<file path="src/rtl/phy_ctrl_cfg.svh">
`ifndef PHY_CTRL_CFG_SVH
`define PHY_CTRL_CFG_SVH

// ---------------------------------------------------------------
// register address and reset
// ---------------------------------------------------------------
`define CTRL_REG_ADDR      5'h00
`define CTRL_REG_RESET     16'h1100

// ---------------------------------------------------------------
// field positions
// ---------------------------------------------------------------
`define SPEED_LOW_POS      13
`define AUTONEG_POS        12
`define POWER_DOWN_POS     11
`define ISOLATE_POS        10
`define DUPLEX_POS         8
`define COLL_TEST_POS      7
`define SPEED_HIGH_POS     6
`define ONE_WAY_POS        5

// ---------------------------------------------------------------
// field reset values
// ---------------------------------------------------------------
`define AUTONEG_RESET      1'h1
`define ISOLATE_RESET      1'h0
`define DUPLEX_VALUE       1'h1

// ---------------------------------------------------------------
// reserved field positions
// ---------------------------------------------------------------
`define RSVD_BIT_POS       9
`define RSVD_LOW_MSB       4

// ---------------------------------------------------------------
// strap load timing
// ---------------------------------------------------------------
`define STRAP_LOAD_CNT     2'h1
`define STRAP_CNT_MAX      2'h3

`endif

</file>
<file path="src/rtl/phy_ctrl_pkg.sv">
package phy_ctrl_pkg;

    // management access request, one cycle
    typedef struct packed {
        logic        valid;
        logic        write;
        logic [4:0]  addr;
        logic [15:0] wdata;
    } mgmt_req_t;

    // answer to a management read
    typedef struct packed {
        logic        valid;
        logic        hit;
        logic [15:0] rdata;
    } mgmt_rsp_t;

endpackage

</file>
<file path="src/rtl/phy_basic_control_register.sv">
`include "phy_ctrl_cfg.svh"

module phy_basic_control_register
    import phy_ctrl_pkg::*;
(
    input  wire logic      mclk,
    input  wire logic      reset,
    input  wire mgmt_req_t req,
    input  wire logic      autoneg_enable_control,
    input  wire logic      power_down_strap,
    output mgmt_rsp_t      rsp,
    output logic           core_soft_power_down,
    output logic           interface_isolate
);

    // ---------------------------------------------------------------
    // strap and autoneg synchroniser
    // ---------------------------------------------------------------
    logic strap_meta_ff;
    logic strap_sync_ff;
    logic an_meta_ff;
    logic an_sync_ff;

    always_ff @(posedge mclk) begin
        strap_meta_ff <= power_down_strap;
        strap_sync_ff <= strap_meta_ff;
        an_meta_ff    <= autoneg_enable_control;
        an_sync_ff    <= an_meta_ff;
    end

    // ---------------------------------------------------------------
    // writable state
    // ---------------------------------------------------------------
    logic      soft_power_down_bit_ff;
    logic      interface_isolate_bit_ff;
    logic      strap_load_ff;
    mgmt_rsp_t rsp_ff;
    logic      nxt_soft_power_down_bit;
    logic      nxt_interface_isolate_bit;
    logic      nxt_strap_load;
    mgmt_rsp_t nxt_rsp;
    logic      hit;
    logic [15:0] read_word;

    function automatic logic addr_hit(input logic [4:0] a);
        addr_hit = (a == `CTRL_REG_ADDR);
    endfunction

    always_comb begin
        read_word                         = 16'h0000;
        read_word[`AUTONEG_POS]           = an_sync_ff;
        read_word[`POWER_DOWN_POS]        = soft_power_down_bit_ff;
        read_word[`ISOLATE_POS]           = interface_isolate_bit_ff;
        read_word[`DUPLEX_POS]            = `DUPLEX_VALUE;
    end

    // ---------------------------------------------------------------
    // request decode and next state
    // ---------------------------------------------------------------
    always_comb begin
        hit                       = req.valid && addr_hit(req.addr);
        nxt_soft_power_down_bit   = soft_power_down_bit_ff;
        nxt_interface_isolate_bit = interface_isolate_bit_ff;
        // strap is sampled once, after the synchroniser has filled
        if (strap_load_ff) begin
            nxt_soft_power_down_bit = strap_sync_ff;
        end
        // writes honoured regardless of power-down
        if (hit && req.write) begin
            nxt_soft_power_down_bit   = req.wdata[`POWER_DOWN_POS];
            nxt_interface_isolate_bit = req.wdata[`ISOLATE_POS];
        end
        nxt_rsp.valid = req.valid && !req.write;
        nxt_rsp.hit   = hit;
        nxt_rsp.rdata = hit ? read_word : 16'h0000;
    end

    // strap load counter: two cycles to fill the synchroniser
    logic [1:0] strap_cnt_ff;
    logic [1:0] nxt_strap_cnt;

    // strap read once only: later motion on the pin is ignored
    always_comb begin
        nxt_strap_cnt  = (strap_cnt_ff == `STRAP_CNT_MAX) ? strap_cnt_ff : strap_cnt_ff + 2'h1;
        nxt_strap_load = (strap_cnt_ff == `STRAP_LOAD_CNT);
    end

    always_ff @(posedge mclk) begin
        if (reset) begin
            strap_cnt_ff             <= 2'h0;
            strap_load_ff            <= 1'b0;
            soft_power_down_bit_ff   <= 1'b0;
            interface_isolate_bit_ff <= `ISOLATE_RESET;
            rsp_ff                   <= '0;
        end else begin
            strap_cnt_ff             <= nxt_strap_cnt;
            strap_load_ff            <= nxt_strap_load;
            soft_power_down_bit_ff   <= nxt_soft_power_down_bit;
            interface_isolate_bit_ff <= nxt_interface_isolate_bit;
            rsp_ff                   <= nxt_rsp;
        end
    end

    assign rsp                  = rsp_ff;
    assign core_soft_power_down = soft_power_down_bit_ff;
    assign interface_isolate    = interface_isolate_bit_ff;
endmodule // phy_basic_control_register

</file>
<file path="config.mk">
export PLATFORM = sky130hd
export DESIGN_NAME = phy_basic_control_register
export DESIGN_NICKNAME = d
export VERILOG_FILES = /design/src/rtl/phy_ctrl_pkg.sv /design/src/rtl/phy_basic_control_register.sv
export VERILOG_INCLUDE_DIRS = /design/src /design/src/rtl
export SDC_FILE = /design/constraint.sdc
export NUM_CORES = 1
export LEC_CHECK = 0
export BUFFER_PORTS_ARGS = -buffer_cell sky130_fd_sc_hd__buf_4
export CAP_MARGIN = 20
export CORE_UTILIZATION = 39
export CTS_BUF_LIST = sky130_fd_sc_hd__clkbuf_8
export CTS_CLUSTER_SIZE = 30
export DETAILED_ROUTE_END_ITERATION = 16
export PLACE_DENSITY_LB_ADDON = 0.3
export SETUP_SLACK_MARGIN = 0.15
export SYNTH_ARGS = -nofsm -noshare
export SYNTH_HDL_FRONTEND = slang
export SYNTH_SLANG_ARGS = --single-unit
</file>
<file path="constraint.sdc">
create_clock -name mclk -period 1 [get_ports mclk]
set_input_delay 0.2 -clock mclk [delete_from_list [all_inputs] [get_ports mclk]]
set_output_delay 0.2 -clock mclk [all_outputs]
set_load 0.03 [all_outputs]
</file>
==> summary.txt <==
Floorplan
  – I/O Pins: between 40 and 50
  – Die Wd: 40.46 um
  – Initial Util: around 43%
  – FP Rows: 13
  – Die ar.: roughly 1600 um2
  – CORE AREA: between 1000 and 1500 um2
  – Die H: ~40 um

GRT
  – M1 GR Usage: approximately 14%
  – Grt ovf: 0
  – Largest net degree at the start of global routing: 9
  – Vias in the first global route: 347
  – First-pass GRT wire length: approximately 1400 um
  – Met2 usage: between 20% and 30%
  – Global routing's busiest layer: met2
  – Met3 Resource Use GR: approximately 1.7%
  – Antenna violations before repair: 0
  – GRT Util Overall: between 10% and 20%

Route
  – Routed Antenna Nets: 0
  – DRC Markers: 0
  – DR iter-0 viols: 0
  – WL per Instance: 9.777 um
  – WL final: slightly above 900 um
  – Via density: about 4.2
  – Via count: between 300 and 400
  – DRT Pass-1 Iters: 1

STA
  – Final Hold Slack: ~0.066 ns
  – F_max: 1079 MHz
  – Final Critical Period: between 0.9 and 1 ns
  – Final setup margin: around 0.073 ns
  – Final Hold Viols: 0
  – Final setup vio count: 0
  – Final Max Tran Viols: 0
  – RSZ-0062 raised after global routing: true
  – Period utilization: between 90% and 100%
  – Clock skew: approximately 0.00029 ns

Power
  – VDD IR-drop max: a little over 900 uV
  – Power density cells: about 1600 nW/um2
  – Leak: 0.4100 nW

Logic synthesis
  – Synth Cell Area: 576.8 um2
  – Post-synth EDFFs: 0
  – Cell variety after synth: 17
  – Synth Register Bits: 14
  – Sequential fraction of the synthesis area: 48.59%
  – Syn Area/Cell: around 11 um2
  – Post-synth ARST share: 0%
  – Ys flop type: dfxtp_1
  – Post-Syn Instances: 53
  – Yosys warning count: 0

Final layout
  – Post-route cell area: ~850 um2
  – Most frequent cells in the layout: buf_4 (14), conb_1 (12), buf_6 (10)
  – Register Area: about 300 um2
  – N_diodes: 0
  – Nets: about 110
  – Layout cell share with drive strength beyond 1: between 50% and 60%
  – Fillers: 104
  – Commonest non-fill, non-tap cell in the layout: buf_4
  – Area occupied by multi-input gates: ~260 um2
  – Area grow syn2layout: 47.07%

CTS
  – Root buf cell: clkbuf_8
  – Clock transition at path regs: 0.06 ns
  – Cts hold-fix bufs: 0
  – Post-CTS setup buffers: 0
  – CTS Buf Count: 3
  – CTS Sinks: 14
  – H-tree levels: 1
  – Clk_lat worst skew: 0.24 ns
  – Max clock buf depth: 2
  – CTS tree: built

Job
  – Max-cap violation count: 0

Setup path
  – Worst EP arrival: 1.06 ns
  – CP Max Fanout: 3
  – Critical path required time: roughly 1.1 ns
  – R2r setup slk: ~0.073 ns
  – Crit start category: register
  – CP Capture Type: register
  – Worst Setup Path Type: register to register

Run status
  – Status: finished clean

Place
  – RD Place Congestion: 0.7112
  – DP HPWL: approximately 680 um
  – Post-Place Cell Area: ~730 um2
  – Worst slack at placement: -0.05277 ns
  – I/O Buffers: 20

Hold path
  – Min-Delay Path Class: input pin to register
-- state kept, by name, summed over array words and instances, names as in the netlist --
register              flops
rsp                       5
strap_cnt_ff              2
an_meta_ff                1
an_sync_ff                1
core_soft_power_down      1
interface_isolate         1
strap_load_ff             1
strap_meta_ff             1
strap_sync_ff             1
-- path summary, 6_finish.rpt --
path / endpoint / from / depth (start not counted)
hold reg to reg: an_sync_ff$_DFF_P_ / an_meta_ff$_DFF_P_ / 0
hold / removal: an_meta_ff$_DFF_P_ / autoneg_enable_control / 1
setup reg to reg: strap_cnt_ff[1]$_SDFFE_PP0P_ / strap_cnt_ff[1]$_SDFFE_PP0P_ / 5
setup / recovery: strap_cnt_ff[1]$_SDFFE_PP0P_ / strap_cnt_ff[1]$_SDFFE_PP0P_ / 5
-- per-layer routing --
metal	wire length (um)	up-vias
met5	0	-
met4	19	0
met3	37	2
met2	489	17
met1	372	179
li1	-	201
-- cell type report --
class	instances	share of cell area, %
multi-input combinational	34	30.38
sequential	14	35.10
tap	15	2.212
clock buffer	3	4.867
timing repair buffer	24	25.66
clock inverter	1	0.4425
inverter	3	1.327
-- what timing repair did --
item | 4_1_cts | 5_1_grt
endpoints found under the setup margin | 11 | 14
resized for setup | 20 | 4
pin swaps | 3 | 4
-- synth_stat cells, types with 2 or more instances --
master | number | share of area, %
nor2_1 | 4 | 2.6
dfxtp_1 | 14 | 49
inv_1 | 3 | 2.0
ha_1 | 2 | 4.3
nand2b_1 | 2 | 2.2
buf_4 | 13 | 17
and2_1 | 3 | 3.3
a21oi_1 | 3 | 2.6
-- where the power goes --
group / switching [mW] / internal [mW]
Clock: 0.177 / 0.270
Combinational: 0.147 / 0.122
Sequential: 0.0330 / 0.602
Total: 0.357 / 0.995
-- stage by stage --
step           cells  setup TNS (ns)  power [mW]  util, %
4_1_cts           94               0       1.339    62.57
3_5_place_dp      90         -0.2462      0.8560    54.69
5_1_grt           94               0       1.430    63.60
6_report          94               0       1.352    63.60
2_1_floorplan     64               0      0.8106        -
3_3_place_gp      90         -0.2061      0.8506    54.69
-- kinds of logic after synthesis --
family | after synthesis | synth area share, %
and+or+nand+nor | 13 | 18.22
other | 1 | 0.6501
buffers and inverters | 16 | 18.87
adders and majority gates | 2 | 4.338
DFF | 14 | 48.59
xor gates and xnor gates | 1 | 1.519
AOI/OAI and AO/OA | 5 | 5.856
muxes | 1 | 1.952
-- critical path, stage by stage (launching register included) --
cell and delay [ns]:
dfxtp_2 0.35, inv_2 0.05, ha_4 0.25, nor2_2 0.03
a21oi_2 0.09, nor2_1 0.04
(Power assumes the default switching activity.)
